==> config.mk <==
export PLATFORM = sky130hd
export DESIGN_NAME = mmsc_top
export DESIGN_NICKNAME = d
export VERILOG_FILES = /design/src/hdl/mmsc_pkg.sv /design/src/hdl/mmsc_flag_if.sv /design/src/hdl/mmsc_flag_bank.sv /design/src/hdl/mmsc_top.sv
export SDC_FILE = /design/constraint.sdc
export NUM_CORES = 1
export LEC_CHECK = 0
export BUFFER_PORTS_ARGS = -buffer_cell sky130_fd_sc_hd__buf_2
export CORE_UTILIZATION = 25
export DETAILED_ROUTE_END_ITERATION = 7
export PLACE_DENSITY = 0.43
export SYNTH_ARGS = -nofsm -noshare
export SYNTH_HDL_FRONTEND = slang
export SYNTH_SLANG_ARGS = --single-unit
==> constraint.sdc <==
create_clock -name clk_i -period 6.45 [get_ports clk_i]
set_clock_uncertainty 0.05 [all_clocks]
set_input_delay 0.645 -clock clk_i [delete_from_list [all_inputs] [get_ports clk_i]]
set_output_delay 0.645 -clock clk_i [all_outputs]
set_load 0.005 [all_outputs]
==> src/hdl/mmsc_pkg.sv <==
/*
  mmsc_pkg: constants and types for the module management, status and control block.
  assumes a 100 MHz core clock; all pins are sampled through two-stage synchronisers.
*/
package mmsc_pkg;

  localparam int CLK_HZ = 100_000_000;
  localparam int LANES  = 4;

  // times as specified, counts derived from the clock rate
  localparam int T_INIT_MS        = 2000;
  localparam int INIT_CYCLES      = T_INIT_MS * (CLK_HZ / 1000);
  localparam int T_RESET_MIN_US   = 2;
  localparam int RESET_MIN_CYCLES = T_RESET_MIN_US * (CLK_HZ / 1_000_000);
  localparam logic [7:0] RESET_MIN_CNT = 8'(RESET_MIN_CYCLES);

  // two-wire bus device address (0xa0 as an 8-bit write address)
  localparam logic [6:0] DEV_ADDR = 7'h50;

  // byte map
  localparam logic [7:0] ADDR_IDENT      = 8'h00;
  localparam logic [7:0] ADDR_STATUS     = 8'h02;
  localparam logic [7:0] ADDR_FLAG_LOS   = 8'h03;
  localparam logic [7:0] ADDR_FLAG_FAULT = 8'h04;
  localparam logic [7:0] ADDR_CTRL_POWER = 8'h5d;
  localparam logic [7:0] ADDR_MASK_LOS   = 8'h64;
  localparam logic [7:0] ADDR_MASK_FAULT = 8'h65;

  // field positions
  localparam int STATUS_DNR_BIT   = 0;
  localparam int CTRL_OVR_BIT     = 0;

  // values after reset, and the bit count of a full byte
  localparam logic [7:0] MASK_RST  = 8'h00;
  localparam logic [7:0] CTRL_RST  = 8'h00;
  localparam logic [3:0] CNT_BYTE  = 4'h8;

  typedef enum logic [2:0] {
    MS_RESET = 3'h1,
    MS_INIT  = 3'h2,
    MS_READY = 3'h4
  } mmsc_mstate_type;

  typedef enum logic [6:0] {
    SER_IDLE  = 7'h01,
    SER_ADDR  = 7'h02,
    SER_AACK  = 7'h04,
    SER_WDATA = 7'h08,
    SER_WACK  = 7'h10,
    SER_RDATA = 7'h20,
    SER_RACK  = 7'h40
  } mmsc_serial_type;

endpackage

==> src/hdl/mmsc_flag_if.sv <==
/*
  mmsc_flag_if: carries flag sources, clears, masks and the summed attention between
  the control top and the flag bank. assumes both ends share one clock.
*/
`timescale 1ns/100ps
interface mmsc_flag_if #(parameter int N = 8);
  logic [N-1:0] cond;
  logic [N-1:0] clear;
  logic [N-1:0] mask;
  logic [N-1:0] flags;
  logic         wipe;
  logic         ready_evt;
  logic         ready_clr;
  logic         ready_pend;
  logic         attention;

  modport ctl (output cond, clear, mask, wipe, ready_evt, ready_clr,
               input  flags, ready_pend, attention);
  modport bank (input  cond, clear, mask, wipe, ready_evt, ready_clr,
                output flags, ready_pend, attention);
endinterface

==> src/hdl/mmsc_flag_bank.sv <==
/*
  mmsc_flag_bank: latched event flags with clear-on-read and masking, summed into one
  attention level. assumes synchronised, same-clock condition inputs.
*/
`timescale 1ns/100ps
module mmsc_flag_bank #(
  parameter int N = 8
) (
  input  wire logic  clk_i,
  input  wire logic  reset_i,
  mmsc_flag_if.bank  fi
);

  logic [N-1:0] cond_q;
  logic [N-1:0] flags_q;
  logic         pend_q;
  logic [N-1:0] rise_w;

  assign rise_w = fi.cond & ~cond_q;

  always_ff @(posedge clk_i or posedge reset_i) begin
    if (reset_i) begin
      cond_q <= '0;
    end else begin
      cond_q <= fi.cond;
    end
  end

  // a new edge in the clearing cycle survives: set wins
  always_ff @(posedge clk_i or posedge reset_i) begin
    if (reset_i) begin
      flags_q <= '0;
    end else if (fi.wipe) begin
      flags_q <= '0;
    end else begin
      flags_q <= (flags_q & ~fi.clear) | rise_w;
    end
  end

  always_ff @(posedge clk_i or posedge reset_i) begin
    if (reset_i) begin
      pend_q <= 1'b0;
    end else if (fi.wipe) begin
      pend_q <= 1'b0;
    end else if (fi.ready_evt) begin
      pend_q <= 1'b1;
    end else if (fi.ready_clr) begin
      pend_q <= 1'b0;
    end
  end

  assign fi.flags      = flags_q;
  assign fi.ready_pend = pend_q;
  assign fi.attention  = (|(flags_q & ~fi.mask)) | pend_q;
endmodule

==> src/hdl/mmsc_top.sv <==
/*
  mmsc_top: management control and status logic of a four-lane pluggable module:
  reset qualification, initialisation timing, two-wire serial slave with select gating,
  clear-on-read flags with masks, attention output and low-power control.
  assumes asynchronous pins, sampled by a 100 MHz clock well above the serial clock rate.
*/
`timescale 1ns/100ps
// How it works
// - after power-on or reset release, ready state reached within 2000 ms
// - reset pin low longer than 2 us is a reset request
// - serial bus answered within 2000 ms of power-on
// - data-not-ready clears and attention asserts within 2000 ms of power-on
// - ready means attention asserted because data-not-ready cleared
// - after reset pin rises, ready within 2000 ms
// - low-power pin high drops power level within 100 us
// - attention driven low within 200 ms of any triggering condition
// - reading a flag clears it; attention released within 500 us
// - loss-of-signal sets its flag and attention within 100 ms
// - other conditions set their flag and attention within 200 ms
// - setting a mask bit inhibits its source within 100 ms
// - clearing a mask bit restores its source within 100 ms
// - select asserted: serial responses start within 100 us
// - select deasserted: serial responses stop within 100 us
// - power override set: lower power level within 100 ms
// - power override cleared: fully functional within 300 ms
// - write-started timings run from the end of that write
module mmsc_top #(
  parameter int         INIT_CYCLES = mmsc_pkg::INIT_CYCLES,
  parameter logic [7:0] IDENT_CODE  = 8'h5a  // arbitrary identifier value
) (
  input  wire logic                       clk_i,
  input  wire logic                       reset_i,
  input  wire logic                       module_reset_n_i,
  input  wire logic                       module_select_n_i,
  input  wire logic                       low_power_request_i,
  input  wire logic                       scl_i,
  input  wire logic                       sda_i,
  input  wire logic [mmsc_pkg::LANES-1:0] rx_los_i,
  input  wire logic [mmsc_pkg::LANES-1:0] tx_fault_i,
  output logic                            sda_o,
  output logic                            sda_oe_o,
  output logic                            attention_out_n_o,
  output logic                            presence_out_n_o,
  output logic                            low_power_o,
  output logic                            data_not_ready_o
);

  localparam int NSYNC = 5 + 2 * mmsc_pkg::LANES;
  // reset to the pins' idle levels, so that no false edge or low-power pulse follows reset
  localparam logic [NSYNC-1:0] SYNC_RST = {5'h1e, {(2 * mmsc_pkg::LANES){1'b0}}};

  logic [NSYNC-1:0] sync_m_q;
  logic [NSYNC-1:0] sync_s_q;
  logic             rst_n_s;
  logic             sel_n_s;
  logic             lp_s;
  logic             scl_s;
  logic             sda_s;
  logic             scl_prev_q;
  logic             sda_prev_q;
  logic             scl_rise;
  logic             scl_fall;
  logic             start_w;
  logic             stop_w;

  mmsc_pkg::mmsc_mstate_type ms_q;
  logic [7:0]       rst_cnt_q;
  logic [31:0]      init_cnt_q;
  logic             ready_evt_q;
  logic             dnr_q;
  logic             soft_rst_w;

  mmsc_pkg::mmsc_serial_type ser_q;
  logic [3:0]       cnt_q;
  logic [7:0]       shift_q;
  logic [7:0]       tx_q;
  logic [7:0]       ptr_q;
  logic             rw_q;
  logic             first_q;
  logic             drive_q;
  logic             live_w;
  logic             wr_w;
  logic             ld_w;
  logic [7:0]       rd_byte;

  logic [7:0]       mask_los_q;
  logic [7:0]       mask_fault_q;
  logic [7:0]       ctrl_q;
  logic             lp_q;
  logic             attn_n_q;

  mmsc_flag_if #(.N(2 * mmsc_pkg::LANES)) fi ();

  // pins cross into the core clock: two stages, only the second is read
  always_ff @(posedge clk_i or posedge reset_i) begin
    if (reset_i) begin
      sync_m_q <= SYNC_RST;
      sync_s_q <= SYNC_RST;
    end else begin
      sync_m_q <= {module_reset_n_i, module_select_n_i, scl_i, sda_i, low_power_request_i, tx_fault_i, rx_los_i};
      sync_s_q <= sync_m_q;
    end
  end

  assign rst_n_s = sync_s_q[NSYNC-1];
  assign sel_n_s = sync_s_q[NSYNC-2];
  assign scl_s   = sync_s_q[NSYNC-3];
  assign sda_s   = sync_s_q[NSYNC-4];
  assign lp_s    = sync_s_q[NSYNC-5];

  always_ff @(posedge clk_i or posedge reset_i) begin
    if (reset_i) begin
      scl_prev_q <= 1'b1;
      sda_prev_q <= 1'b1;
    end else begin
      scl_prev_q <= scl_s;
      sda_prev_q <= sda_s;
    end
  end

  assign scl_rise = scl_s & ~scl_prev_q;
  assign scl_fall = ~scl_s & scl_prev_q;
  assign start_w  = scl_s & scl_prev_q & sda_prev_q & ~sda_s;
  assign stop_w   = scl_s & scl_prev_q & ~sda_prev_q & sda_s;

  // reset pin qualifier: short glitches below the minimum pulse are ignored
  always_ff @(posedge clk_i or posedge reset_i) begin
    if (reset_i) begin
      rst_cnt_q <= 8'h00;
    end else if (rst_n_s) begin
      rst_cnt_q <= 8'h00;
    end else if (rst_cnt_q != mmsc_pkg::RESET_MIN_CNT) begin
      rst_cnt_q <= rst_cnt_q + 8'h01;
    end
  end

  assign soft_rst_w = ~rst_n_s && (rst_cnt_q == mmsc_pkg::RESET_MIN_CNT);

  // power-on and hot plug both arrive as reset_i, so the block starts in init
  always_ff @(posedge clk_i or posedge reset_i) begin
    if (reset_i) begin
      ms_q        <= mmsc_pkg::MS_INIT;
      init_cnt_q  <= 32'h0000_0000;
      ready_evt_q <= 1'b0;
      dnr_q       <= 1'b1;
    end else begin
      ready_evt_q <= 1'b0;
      if (soft_rst_w) begin
        ms_q  <= mmsc_pkg::MS_RESET;
        dnr_q <= 1'b1;
      end else begin
        case (ms_q)
          mmsc_pkg::MS_RESET: begin
            if (rst_n_s) begin
              ms_q       <= mmsc_pkg::MS_INIT;
              init_cnt_q <= 32'h0000_0000;
            end
          end
          mmsc_pkg::MS_INIT: begin
            if (init_cnt_q == 32'(INIT_CYCLES - 1)) begin
              ms_q        <= mmsc_pkg::MS_READY;
              ready_evt_q <= 1'b1;
              dnr_q       <= 1'b0;
            end else begin
              init_cnt_q <= init_cnt_q + 32'h0000_0001;
            end
          end
          mmsc_pkg::MS_READY: begin
            ms_q <= mmsc_pkg::MS_READY;
          end
          default: begin
            ms_q <= mmsc_pkg::MS_INIT;
          end
        endcase
      end
    end
  end

  // the bus is quiet until ready and while deselected
  assign live_w = ~sel_n_s && (ms_q == mmsc_pkg::MS_READY);

  always_comb begin
    rd_byte = 8'h00;
    case (ptr_q)
      mmsc_pkg::ADDR_IDENT:      rd_byte = IDENT_CODE;
      mmsc_pkg::ADDR_STATUS:     rd_byte = 8'(dnr_q) << mmsc_pkg::STATUS_DNR_BIT;
      mmsc_pkg::ADDR_FLAG_LOS:   rd_byte = 8'(fi.flags[mmsc_pkg::LANES-1:0]);
      mmsc_pkg::ADDR_FLAG_FAULT: rd_byte = 8'(fi.flags[2*mmsc_pkg::LANES-1:mmsc_pkg::LANES]);
      mmsc_pkg::ADDR_CTRL_POWER: rd_byte = ctrl_q;
      mmsc_pkg::ADDR_MASK_LOS:   rd_byte = mask_los_q;
      mmsc_pkg::ADDR_MASK_FAULT: rd_byte = mask_fault_q;
      default:                   rd_byte = 8'h00;
    endcase
  end

  assign wr_w = (ser_q == mmsc_pkg::SER_WDATA) && scl_fall && (cnt_q == mmsc_pkg::CNT_BYTE) && !first_q && live_w;
  assign ld_w = live_w && !start_w && !stop_w && scl_fall &&
                (((ser_q == mmsc_pkg::SER_AACK) && rw_q) || (ser_q == mmsc_pkg::SER_RACK));

  // serial slave: sample on the rising clock, change the data line after the falling clock
  always_ff @(posedge clk_i or posedge reset_i) begin
    if (reset_i) begin
      ser_q   <= mmsc_pkg::SER_IDLE;
      cnt_q   <= 4'h0;
      shift_q <= 8'h00;
      tx_q    <= 8'h00;
      ptr_q   <= 8'h00;
      rw_q    <= 1'b0;
      first_q <= 1'b0;
      drive_q <= 1'b0;
    end else if (!live_w) begin
      ser_q   <= mmsc_pkg::SER_IDLE;
      drive_q <= 1'b0;
      cnt_q   <= 4'h0;
    end else if (start_w) begin
      ser_q   <= mmsc_pkg::SER_ADDR;
      drive_q <= 1'b0;
      cnt_q   <= 4'h0;
    end else if (stop_w) begin
      ser_q   <= mmsc_pkg::SER_IDLE;
      drive_q <= 1'b0;
    end else begin
      case (ser_q)
        mmsc_pkg::SER_IDLE: begin
          drive_q <= 1'b0;
        end
        mmsc_pkg::SER_ADDR: begin
          if (scl_rise) begin
            shift_q <= {shift_q[6:0], sda_s};
            cnt_q   <= cnt_q + 4'h1;
          end else if (scl_fall && cnt_q == mmsc_pkg::CNT_BYTE) begin
            if (shift_q[7:1] == mmsc_pkg::DEV_ADDR) begin
              drive_q <= 1'b1;
              rw_q    <= shift_q[0];
              ser_q   <= mmsc_pkg::SER_AACK;
            end else begin
              ser_q <= mmsc_pkg::SER_IDLE;
            end
          end
        end
        mmsc_pkg::SER_AACK: begin
          if (scl_fall) begin
            cnt_q <= 4'h0;
            if (rw_q) begin
              tx_q    <= rd_byte;
              drive_q <= ~rd_byte[7];
              ptr_q   <= ptr_q + 8'h01;
              ser_q   <= mmsc_pkg::SER_RDATA;
            end else begin
              drive_q <= 1'b0;
              first_q <= 1'b1;
              ser_q   <= mmsc_pkg::SER_WDATA;
            end
          end
        end
        mmsc_pkg::SER_WDATA: begin
          if (scl_rise) begin
            shift_q <= {shift_q[6:0], sda_s};
            cnt_q   <= cnt_q + 4'h1;
          end else if (scl_fall && cnt_q == mmsc_pkg::CNT_BYTE) begin
            drive_q <= 1'b1;
            ser_q   <= mmsc_pkg::SER_WACK;
            ptr_q   <= first_q ? shift_q : ptr_q + 8'h01;
          end
        end
        mmsc_pkg::SER_WACK: begin
          if (scl_fall) begin
            drive_q <= 1'b0;
            cnt_q   <= 4'h0;
            first_q <= 1'b0;
            ser_q   <= mmsc_pkg::SER_WDATA;
          end
        end
        mmsc_pkg::SER_RDATA: begin
          if (scl_rise) begin
            cnt_q <= cnt_q + 4'h1;
          end else if (scl_fall) begin
            if (cnt_q == mmsc_pkg::CNT_BYTE) begin
              drive_q <= 1'b0;
              ser_q   <= mmsc_pkg::SER_RACK;
            end else begin
              tx_q    <= {tx_q[6:0], 1'b0};
              drive_q <= ~tx_q[6];
            end
          end
        end
        mmsc_pkg::SER_RACK: begin
          if (scl_rise && sda_s) begin
            ser_q <= mmsc_pkg::SER_IDLE; // master ends the read with a nack
          end else if (scl_fall) begin
            cnt_q   <= 4'h0;
            tx_q    <= rd_byte;
            drive_q <= ~rd_byte[7];
            ptr_q   <= ptr_q + 8'h01;
            ser_q   <= mmsc_pkg::SER_RDATA;
          end
        end
        default: begin
          ser_q   <= mmsc_pkg::SER_IDLE;
          drive_q <= 1'b0;
        end
      endcase
    end
  end

  // writable bytes take effect at the data acknowledge, ahead of the stop
  always_ff @(posedge clk_i or posedge reset_i) begin
    if (reset_i) begin
      mask_los_q   <= mmsc_pkg::MASK_RST;
      mask_fault_q <= mmsc_pkg::MASK_RST;
      ctrl_q       <= mmsc_pkg::CTRL_RST;
    end else if (soft_rst_w) begin
      mask_los_q   <= mmsc_pkg::MASK_RST;
      mask_fault_q <= mmsc_pkg::MASK_RST;
      ctrl_q       <= mmsc_pkg::CTRL_RST;
    end else if (wr_w) begin
      case (ptr_q)
        mmsc_pkg::ADDR_MASK_LOS:   mask_los_q   <= shift_q;
        mmsc_pkg::ADDR_MASK_FAULT: mask_fault_q <= shift_q;
        mmsc_pkg::ADDR_CTRL_POWER: ctrl_q       <= shift_q;
        default: begin
          ctrl_q <= ctrl_q;
        end
      endcase
    end
  end

  // only the flag bits shipped in the byte are cleared, so a later event is kept; a status read clears ready_pend
  assign fi.cond      = sync_s_q[2*mmsc_pkg::LANES-1:0];
  assign fi.clear     = !ld_w ? '0 :
                        (ptr_q == mmsc_pkg::ADDR_FLAG_LOS)   ? {{mmsc_pkg::LANES{1'b0}}, rd_byte[mmsc_pkg::LANES-1:0]} :
                        (ptr_q == mmsc_pkg::ADDR_FLAG_FAULT) ? {rd_byte[mmsc_pkg::LANES-1:0], {mmsc_pkg::LANES{1'b0}}} :
                        '0;
  assign fi.mask      = {mask_fault_q[mmsc_pkg::LANES-1:0], mask_los_q[mmsc_pkg::LANES-1:0]};
  assign fi.wipe      = soft_rst_w || (ms_q == mmsc_pkg::MS_RESET);
  assign fi.ready_evt = ready_evt_q;
  assign fi.ready_clr = ld_w && (ptr_q == mmsc_pkg::ADDR_STATUS);

  mmsc_flag_bank #(.N(2 * mmsc_pkg::LANES)) u_flags (
    .clk_i   (clk_i),
    .reset_i (reset_i),
    .fi      (fi.bank)
  );

  always_ff @(posedge clk_i or posedge reset_i) begin
    if (reset_i) begin
      attn_n_q <= 1'b1;
      lp_q     <= 1'b0;
    end else begin
      attn_n_q <= ~fi.attention;
      lp_q     <= lp_s | ctrl_q[mmsc_pkg::CTRL_OVR_BIT];
    end
  end

  assign sda_o             = 1'b0;
  assign sda_oe_o          = drive_q;
  assign attention_out_n_o = attn_n_q;
  assign presence_out_n_o  = 1'b0;
  assign low_power_o       = lp_q;
  assign data_not_ready_o  = dnr_q;
endmodule

# ---- Word-level counts from Yosys, hierarchy flattened
# Cells that the tools add are included.
dict set report word_totals {
  regBits 153
  latch_bits 0
  ram_bits 0
  mem_bits_ro 0
  input_bits 15
  out_inout_bits 6
  elab_cells 254
  n_memories 0
}
dict set report op_classes {
  n_addsub 4
  n_mul 0
  div 0
  n_lt_le_gt_ge 0
  eq_ne 54
  shifts 0
  mux 92
  n_bitwise 29
  n_reduce_logical 50
}
# op count
set ops {}
lappend ops {{$mux W8} 22}
lappend ops {{$mux W7} 21}
lappend ops {{$mux W32} 2}
lappend ops {{$pmux W32 S2} 1}
lappend ops {{$pmux W8 S7} 1}
lappend ops {{$ne A5 B5 Y1 const B} 11}
lappend ops {{$pmux W7 S7} 1}
lappend ops {{$reduce_and A11 Y1} 3}
lappend ops {{$add A32 B1 Y32 const B} 1}
lappend ops {{$eq A32 B28 Y1 const B} 1}
lappend ops {{$mux W1} 27}
lappend ops {{$and A8 B8 Y8} 3}
lappend ops {{$eq A8 B7 Y1 const B} 3}
lappend ops {{$mux W4} 6}
lappend ops {{$ne A2 B2 Y1 const B} 12}
lappend ops {{$not A8 Y8} 3}
lappend ops {{$pmux W8 S3} 1}
lappend ops {{$pmux W7 S3} 1}
lappend ops {{$reduce_bool A2 Y1} 9}
lappend ops {{$add A8 B1 Y8 const B} 2}
lappend ops {{$eq A8 B2 Y1 const B} 2}
lappend ops {{$eq A7 B7 Y1 const B} 2}
lappend ops {{$logic_and A1 B1 Y1} 14}
lappend ops {{$reduce_and A7 Y1} 2}
lappend ops {{other kinds (40)} 78}

# ---- Logic depth before layout (Yosys ltp)
# Gate-level depths: netlist (run 1).
dict set report depth {
  ltp_word 13
  depth_mapped 9
  ltp_nobuf 7
}

# ---- Modules after synthesis
# Synthesis (run 1) repeated with hierarchy kept, for this count alone.
dict set report hier_totals {
  cells_unflattened 754
  area_unflattened_um2 7513.5
}
# mod n_inst cells_each area_each_um2 seq_area_each_um2
set modules_own_cells {}
lappend modules_own_cells {mmsc_top 1 696 6846.6 3420.8}
lappend modules_own_cells {mmsc_flag_bank 1 58 666.9 425.4}

# ---- Worst setup path before layout (run 1)
# No wires, ideal clock.
dict set report synth_path {
  path_type {register to register}
  start {register ms_q[1]}
  end {register tx_q[5]}
  setup_ns 0.127
  arrival_time_ns 1.998
  required_ns 6.273
  setup_slack_ns 4.275
  stages_incl_launch_ff 8
  path_buffers 2
  period_less_slack_ns 2.175
  cell_sequence {dfstp_2 buf_4 nor4b_4 o21a_2 o311a_2 and2_1 buf_4 mux2_1}
}
dict set report synth_between {
  elab_chain_cells 3
}
# item line_no
set synth_rtl {}
lappend synth_rtl {{from (decl)} mmsc_top.sv:66} ;# mmsc_pkg::mmsc_mstate_type ms_q;
lappend synth_rtl {{from (signal assigned)} mmsc_top.sv:142} ;# ms_q <= mmsc_pkg::MS_INIT;
lappend synth_rtl {{from (signal assigned)} mmsc_top.sv:149} ;# ms_q <= mmsc_pkg::MS_RESET;
lappend synth_rtl {{from (signal assigned)} mmsc_top.sv:155} ;# ms_q <= mmsc_pkg::MS_INIT;
lappend synth_rtl {{$eq A3 B3 Y1} mmsc_top.sv:180} ;# assign live_w = ~sel_n_s && (ms_q == mmsc_pkg::MS_READY);
lappend synth_rtl {{$logic_and A1 B1 Y1} mmsc_top.sv:180}
lappend synth_rtl {{$reduce_and A11 Y1 (no line)} --}
lappend synth_rtl {{to (signal assigned)} mmsc_top.sv:245} ;# tx_q <= rd_byte;
lappend synth_rtl {{to (signal assigned)} mmsc_top.sv:282} ;# tx_q <= {tx_q[6:0], 1'b0};
lappend synth_rtl {{to (signal assigned)} mmsc_top.sv:292} ;# tx_q <= rd_byte;
lappend synth_rtl {{to (decl)} mmsc_top.sv:76} ;# logic [7:0] tx_q;
# Every way passes these cells.
# A chain may end at the register's enable or synchronous reset.

# ---- Worst setup path in the final report (run 1)
dict set report layout_path {
  start {register ser_q[2]}
  end {register ptr_q[0]}
}
dict set report layout_between {
  elab_chain_cells 3
  elab_cells_between_ends 12
  cone_classes {9 x eq/ne; 1 x mux; 2 x reduce/logical}
}
# item line_no
set layout_rtl {}
lappend layout_rtl {{from (decl)} mmsc_top.sv:73} ;# mmsc_pkg::mmsc_serial_type ser_q;
lappend layout_rtl {{from (signal assigned)} mmsc_top.sv:203} ;# ser_q <= mmsc_pkg::SER_IDLE;
lappend layout_rtl {{from (signal assigned)} mmsc_top.sv:212} ;# ser_q <= mmsc_pkg::SER_IDLE;
lappend layout_rtl {{from (signal assigned)} mmsc_top.sv:216} ;# ser_q <= mmsc_pkg::SER_ADDR;
lappend layout_rtl {{$eq A7 B4 Y1, or another cell as far along} mmsc_top.sv:223} ;# case (ser_q)
lappend layout_rtl {{$ne A2 B1 Y1 (no line), or another cell as far along} --}
lappend layout_rtl {{$reduce_and A10 Y1 (no line)} --}
lappend layout_rtl {{to (signal assigned)} mmsc_top.sv:247} ;# ptr_q <= ptr_q + 8'h01;
lappend layout_rtl {{to (signal assigned)} mmsc_top.sv:263} ;# ptr_q <= first_q ? shift_q : ptr_q + 8'h01;
lappend layout_rtl {{to (signal assigned)} mmsc_top.sv:294} ;# ptr_q <= ptr_q + 8'h01;
lappend layout_rtl {{to (decl)} mmsc_top.sv:77} ;# logic [7:0] ptr_q;
# Several ways; a longest one is shown, not always the timed one.

==> results of run 1 <==
power by group through the flow:
stage | registers (µW) | clock network, µW | logic, µW
floorplan | 999 | 0 | 26.8
global placement | 1000 | 0 | 39.7
detailed placement | 1000 | 0 | 39.8
CTS | 986 | 1090 | 39.9
global route | 987 | 1130 | 43.5
finish | 985 | 1050 | 36.9
cell usage after synthesis (5+ instances only):
library cell	n	area, µm²
nor2b_1	14	87.6
mux2i_1	28	280
nor3_2	5	50.1
and2_1	5	31.3
dfrtp_1	139	3480
clkbuf_1	16	60.1
nand3b_1	5	37.5
mux2_2	13	146
nand4_1	17	106
buf_2	11	55.1
or3_1	21	131
xnor2_1	5	43.8
and4_1	7	61.3
o21a_1	6	45.0
dfstp_2	14	368
nor2_1	72	270
nor3_1	15	75.1
nand2b_1	13	81.3
or4_1	14	105
a22o_1	5	43.8
inv_1	27	101
xor2_1	6	52.6
o31ai_1	14	105
a21oi_1	53	265
and3_1	16	100
o21ai_0	27	135
a31oi_1	12	75.1
nand2_1	39	146
nor4_1	5	31.3
o31a_1	5	43.8
o211ai_1	10	75.1
ha_1	9	113
nand3_1	28	140
critical path, stage by stage, from the launching register on:
cell and delay (ps):
dfrtp_1 540, nand2b_1 300, o21a_1 270, o31ai_1 800
nor2_2 230, a311o_1 380
area by class of cell:
type	count	area share (%)
Timing Repair Buffer	21	1.25
Clock inverter	11	1.63
Multi-Input combinational cell	562	42.5
Tap cell	396	5.51
Sequential cell	153	42.7
Clock buffer	21	5.23
Inverter	27	1.18
flip-flops by register name, summed over array words and instances, names as in the netlist, 3 cells and up:
register and flops:
ctrl_q 8, shift_q 8, ser_q 7, mask_los_q 8, ptr_q 8, ms_q 3, sync_s_q 13, tx_q 7
rst_cnt_q 8, sync_m_q 13, u_flags.cond_q 8, init_cnt_q 32, cnt_q 4, mask_fault_q 8, u_flags.fi.flags 8
cell usage in the layout, fill, tap and decap left out, types with 4 or more instances in the layout:
cell type,Yosys,layout
a21oi_1,53,53
a22o_1,5,5
a31oi_1,12,12
and2_1,5,5
and3_1,16,16
and4_1,7,7
buf_2,11,18
clkbuf_16,0,17
clkinvlp_4,0,5
dfrtp_1,139,139
dfstp_2,14,14
ha_1,9,9
inv_1,27,26
mux2_2,13,13
mux2i_1,28,28
nand2_1,39,39
nand2b_1,13,13
nand3_1,28,28
nand3b_1,5,5
nand4_1,17,17
nand4_2,4,4
nand4b_1,4,4
nor2_1,72,71
nor2b_1,14,14
nor3_1,15,15
nor3_2,5,5
nor4_1,5,5
o211ai_1,10,10
o21a_1,6,6
o21ai_0,27,27
o31a_1,5,5
o31ai_1,14,14
or3_1,21,21
or4_1,14,14
xnor2_1,5,5
xor2_1,6,6
cells by family after synthesis:
family	share of synthesized area, %
flip-flops	48.4
AND/OR/NAND/NOR	23.1
other	0.0472
buffers and inverters	3.58
adder cells (fa/ha/maj)	1.42
multiplexers	5.51
AO/OA/AOI/OAI	16.7
XOR/XNOR	1.21
per-stage QoR:
stage	total power [µW]	setup slack, ps
2_1_floorplan	1030	1660
3_3_place_gp	1040	3740
3_5_place_dp	1040	3730
4_1_cts	2110	3720
5_1_grt	2160	3600
6_report	2070	3760
layer usage:
layer | track usage (%) | vias up | wire length [µm]
met5 | 0 | - | 0
met4 | 4.38 | 0 | 367
met3 | 2.38 | 30 | 717
met1 | 18.6 | 3019 | 10200
li1 | - | 2904 | -
met2 | 19.9 | 127 | 9210
worst paths after layout:
| path | startpoint | end | slack [ps] |
|---|---|---|---|
| max | ser_q[2] | ptr_q[0] | 3760 |
| min | sda_i | sync_m_q[9] | 250 |
| max reg2reg | ser_q[2] | ptr_q[0] | 3760 |
| min reg2reg | sync_m_q[7] | sync_s_q[7] | 300 |
| max in group asynchronous | reset_i | rst_cnt_q[6] | 4660 |
| min in group asynchronous | reset_i | sync_m_q[0] | 320 |
==> run metrics, run 1 <==
status finished, final reports clean; cell area after placement around 0.0084 mm²; Slew @ Worst Pin around 1000 ps; FF/Latch Area about 0.0038 mm²; maximum fanout along the worst path 14; ANT nets after route 0; core box area roughly 0.03 mm²; Crit path required time between 6000 and 7000 ps; relative max-transition margin 31.1%; Final Max Tran Viols 0; Initial Util 25.7%; sequential area share after synthesis between 40% and 50%; n_diodes 0; initial antenna violation count 0; area grow syn2layout 13.3%; R2R depth 5; DR iter-0 viols just under 400; H-tree Lvls 4; layout cells sized above 1 ~15%; CTS Buf Count 17; Avg Inst Size Synth roughly 10 µm²; Max Cap Viol 0; PostCTS Resize Cnt 0; post-synth cell types 95; CTS tree yes; Logic pwr share 1.8%; WP data arrival around 3000 ps; peak supply drop 129 µV; Root Driver clkbuf_16; FP Rows 64; switching power between 400 and 500 µW; CP endpoint kind flop; routability cong. between 0.8 and 0.9; Pwr per Cell Area around 230 mW/mm²; WL final between 20 and 25 mm; period utilization between 40% and 50%; #FFs+latches synth around 150; Max Buffers Root-to-Sink 2; Port Buffers 18; Boundary Pins 21; Post CTS Setup Buffer Count 0; CP startpoint kind flop; gr usage total a little over an eighth; fin area about 0.009 mm²; Seq pwr share around 48%; asr flop ratio synth between 90% and 100%; GRT overflow 0; DR vias/cell slightly above 5; die footprint ~0.032 mm²; internal power about 1600 µW; Worst-Skew Late Latency around 450 ps; Final nets 806; CTS sink count 153; Fin Hold WS about 250 ps; Multi-input gate area 0.00382 mm²; cells after synthesis between 700 and 800; Die Y-Extent approximately 180 µm; fill count 3251; min-delay worst type in -> reg; placed insts 1159; final core occ just under 30%; count of final hold-check violations 0; first drt pass iteration count 5; Post-synth EDFFs 0; chip width approximately 180 µm; Clk pwr share 50.7%; Layout Cells excl Fill roughly 1200; critical path class reg -> reg; first-pass GRT wire length ~33 mm; # DRC 0; vias between 6000 and 7000; final setup fails 0; Sw Ratio approximately 22%; Synth Warn # 0; hold bufs inserted after CTS 0; DP Wirelength 14.1 mm; setup TNS 0 ps; Peak Freq 372 MHz; crit path time final between 2000 and 3000 ps; Leak Pwr ~0.0038 µW; drt wl/cell ~17 µm; largest net degree at the start of global routing just over 90; hold path cells 1; vias in the first global route 5831; RSZ-0062 raised after global routing false; mapped cell area 0.00794 mm²; clock slew at reported path FFs about 60 ps; top_reg_cell synth dfrtp_1
No activity file was read; power rests on OpenSTA's default activity.
==> inputs of run 2 (changes only) <==
ABC_AREA = 1   (was default)
PLACE_DENSITY = 0.44   (was 0.43)
clock period = 2.4 ns   (was 6.45 ns; I/O delays follow)
==> run metrics, run 2 <==
final setup fails 0; area grow syn2layout 17.7%; WL final around 21 mm; die footprint ~0.033 mm²; #FFs+latches synth ~150; maximum fanout along the worst path 11; synth top area cells dfrtp_1 (43%), nand2_1 (13%), nand3_1 (6.4%); Clk pwr share just over 50%; CP endpoint kind flop; Sw Ratio around a quarter; initial antenna violation count 0; cells after synthesis approximately 1100; Max Buffers Root-to-Sink 2; Largest regs init_cnt_q x32, sync_m_q x13, sync_s_q x13; gr usage total between 10% and 20%; mapped cell area about 0.0081 mm²; ANT nets after route 0; synth cell count leaders nand2_1 (288), dfrtp_1 (139), nor2_1 (127), inv_1 (111), nand3_1 (104); Boundary Pins 21; crit path cell chain inv_1, nand2_1, nor2_1, nor2_2, nand2_2, inv_2, nand3_2, nor2_4, buf_4, nor2_1, a21oi_2; peak supply drop ~540 µV; Port Buffers 18; relative max-transition margin between 50% and 60%; first drt pass iteration count 5; Layout Cells excl Fill between 1500 and 2000; min-delay worst type in -> async; switching power approximately 1400 µW; Logic pwr share around 2.3%; R2R setup slack 200 ps; Initial Util between 20% and 30%; core box area roughly 0.032 mm²; Seq pwr share a little under half; CP startpoint kind flop; most frequent cell after synthesis nand2_1; Final Max Tran Viols 0; layout cells sized above 1 roughly an eighth; FF/Latch Area about 0.0038 mm²; commonest non-fill, non-tap cell in the layout nand2_1; post-synth cell types 45; largest net degree at the start of global routing 55; Largest register FFs 32; setup TNS 0 ps; H-tree Lvls 4; GRT overflow 0; count of final hold-check violations 0; Crit path required time 2720 ps; post-synth top area share between 40% and 50%; vias in the first global route roughly 6700; R2R depth 11; Slew @ Worst Pin 658 ps; Worst path most repeated cell nor2_1; asr flop ratio synth 100%; chip width between 150 and 200 µm; routability cong. 0.881; Avg Inst Size Synth roughly 7.6 µm²; DR iter-0 viols 570; Multi-input gate area 0.00367 mm²; drt wl/cell roughly 14 µm; Pwr per Cell Area about 600 mW/mm²; # DRC 0; Max Cap Viol 0; Synth area leader dfrtp_1; fill count 3438; clock slew at reported path FFs about 80 ps; Crit Reg-Reg Endpoint ptr_q[2]; crit path time final about 2200 ps; n_diodes 0; Post-synth EDFFs 0; CP peak stage delay ~560 ps; RSZ-0062 raised after global routing false; placed insts 1479; commonest non-fill, non-tap cells in the layout nand2_1 (288), dfrtp_1 (139), nor2_1 (124); sequential area share after synthesis about 48%; CTS sink count 153; Leak Pwr 0.00419 µW; CP bufs+invs 3; CTS tree yes; Final nets approximately 1100; CTS Buf Count 17; Root Driver clkbuf_16; total stage count of the critical path 11; internal power roughly 4400 µW; top_reg_cell synth dfrtp_1; top cell family by delay on the critical path simple AND/OR/NAND/NOR gates; vias between 6000 and 7000; first-pass GRT wire length between 30 and 40 mm; status finished, final reports clean; DP Wirelength 16.0 mm; Die Y-Extent around 180 µm; critical path class reg -> reg; FF-to-FF Start sync_s_q[9]; DR vias/cell approximately 4.5; Worst-Skew Late Latency ~440 ps; largest reg by FF count init_cnt_q; Synth Warn # 0; critical path's slowest cell dfstp_2; FP Rows 65; Peak Freq between 400 and 500 MHz; period utilization approximately 90%; WP data arrival 2510 ps
## run 2: worst reg2reg max path, cell delays in order (launching register included)
cell and delay (ps):
dfstp_2 560, inv_1 70, nand2_1 60, nor2_1 100, nor2_2 300, nand2_2 100
inv_2 160, nand3_2 130, nor2_4 260, buf_4 200, nor2_1 50, a21oi_2 100
## run 2: power groups by stage
stage | sequential (µW) | clock [µW] | combinational, µW
after floorplan | 2680 | 0 | 70.0
after global placement | 2680 | 0 | 120
after detailed placement | 2690 | 0 | 120
after CTS | 2640 | 3040 | 139
after global routing | 2640 | 3150 | 154
final | 2640 | 2960 | 132
## run 2: final cells by class
cell class | instances | area share [%]
clock buffer | 17 | 4.47
clock inverter | 15 | 2.17
sequential | 153 | 40.4
inverter | 121 | 4.84
timing repair buffer | 52 | 4.26
tap | 402 | 5.29
multi-input combinational | 766 | 38.6
## run 2: worst max-delay path by stage
stage,start,to,slack (ps)
floorplan,reset_i,cnt_q[0],190
global placement,sync_s_q[9],ptr_q[1],210
detailed placement,cnt_q[0],ctrl_q[1],140
CTS,cnt_q[0],ctrl_q[1],120
global route,init_cnt_q[0],init_cnt_q[21],50
finish,sync_s_q[9],ptr_q[2],200
## run 2: cells by family after synthesis
family | count (synthesis) | synth area share [%]
adder cells (fa/ha/maj) | 9 | 1.39
AO/OA/AOI/OAI | 144 | 9.81
buffers and inverters | 141 | 7.18
other | 1 | 0.0464
multiplexers | 1 | 0.124
flip-flops | 153 | 47.6
AND/OR/NAND/NOR | 595 | 32.3
XOR/XNOR | 15 | 1.62
## run 2: through the flow
| step | cell area [µm²] | hold slack (ps) | util (%) | power [µW] | setup slack, ps |
|---|---|---|---|---|---|
| finish | 9520 | 298 | 30.0 | 5730 | 205 |
| global route | 9520 | 303 | 30.0 | 5940 | 51.0 |
| CTS | 9500 | 289 | 30.0 | 5810 | 123 |
| detailed placement | 8730 | 222 | 27.5 | 2810 | 141 |
| global placement | 8730 | 212 | 27.5 | 2810 | 213 |
| floorplan | 8090 | 194 | - | 2750 | 191 |
## run 2: repair_timing
item,CTS,global route
setup endpoints to repair,0,14
gates resized for setup,0,3
hold endpoints to repair,21,0
setup buffers,0,1
hold buffers,14,0
## run 2: per-layer routing
metal | part of all wire (%) | vias up | wire (µm) | GRT usage, %
li1 | - | 3538 | - | -
met1 | 48 | 3218 | 10300 | 17.6
met2 | 48 | 102 | 10200 | 22.5
met3 | 3.2 | 13 | 679 | 2.71
met4 | 1.3 | 0 | 274 | 4.24
met5 | 0 | - | 0 | 0
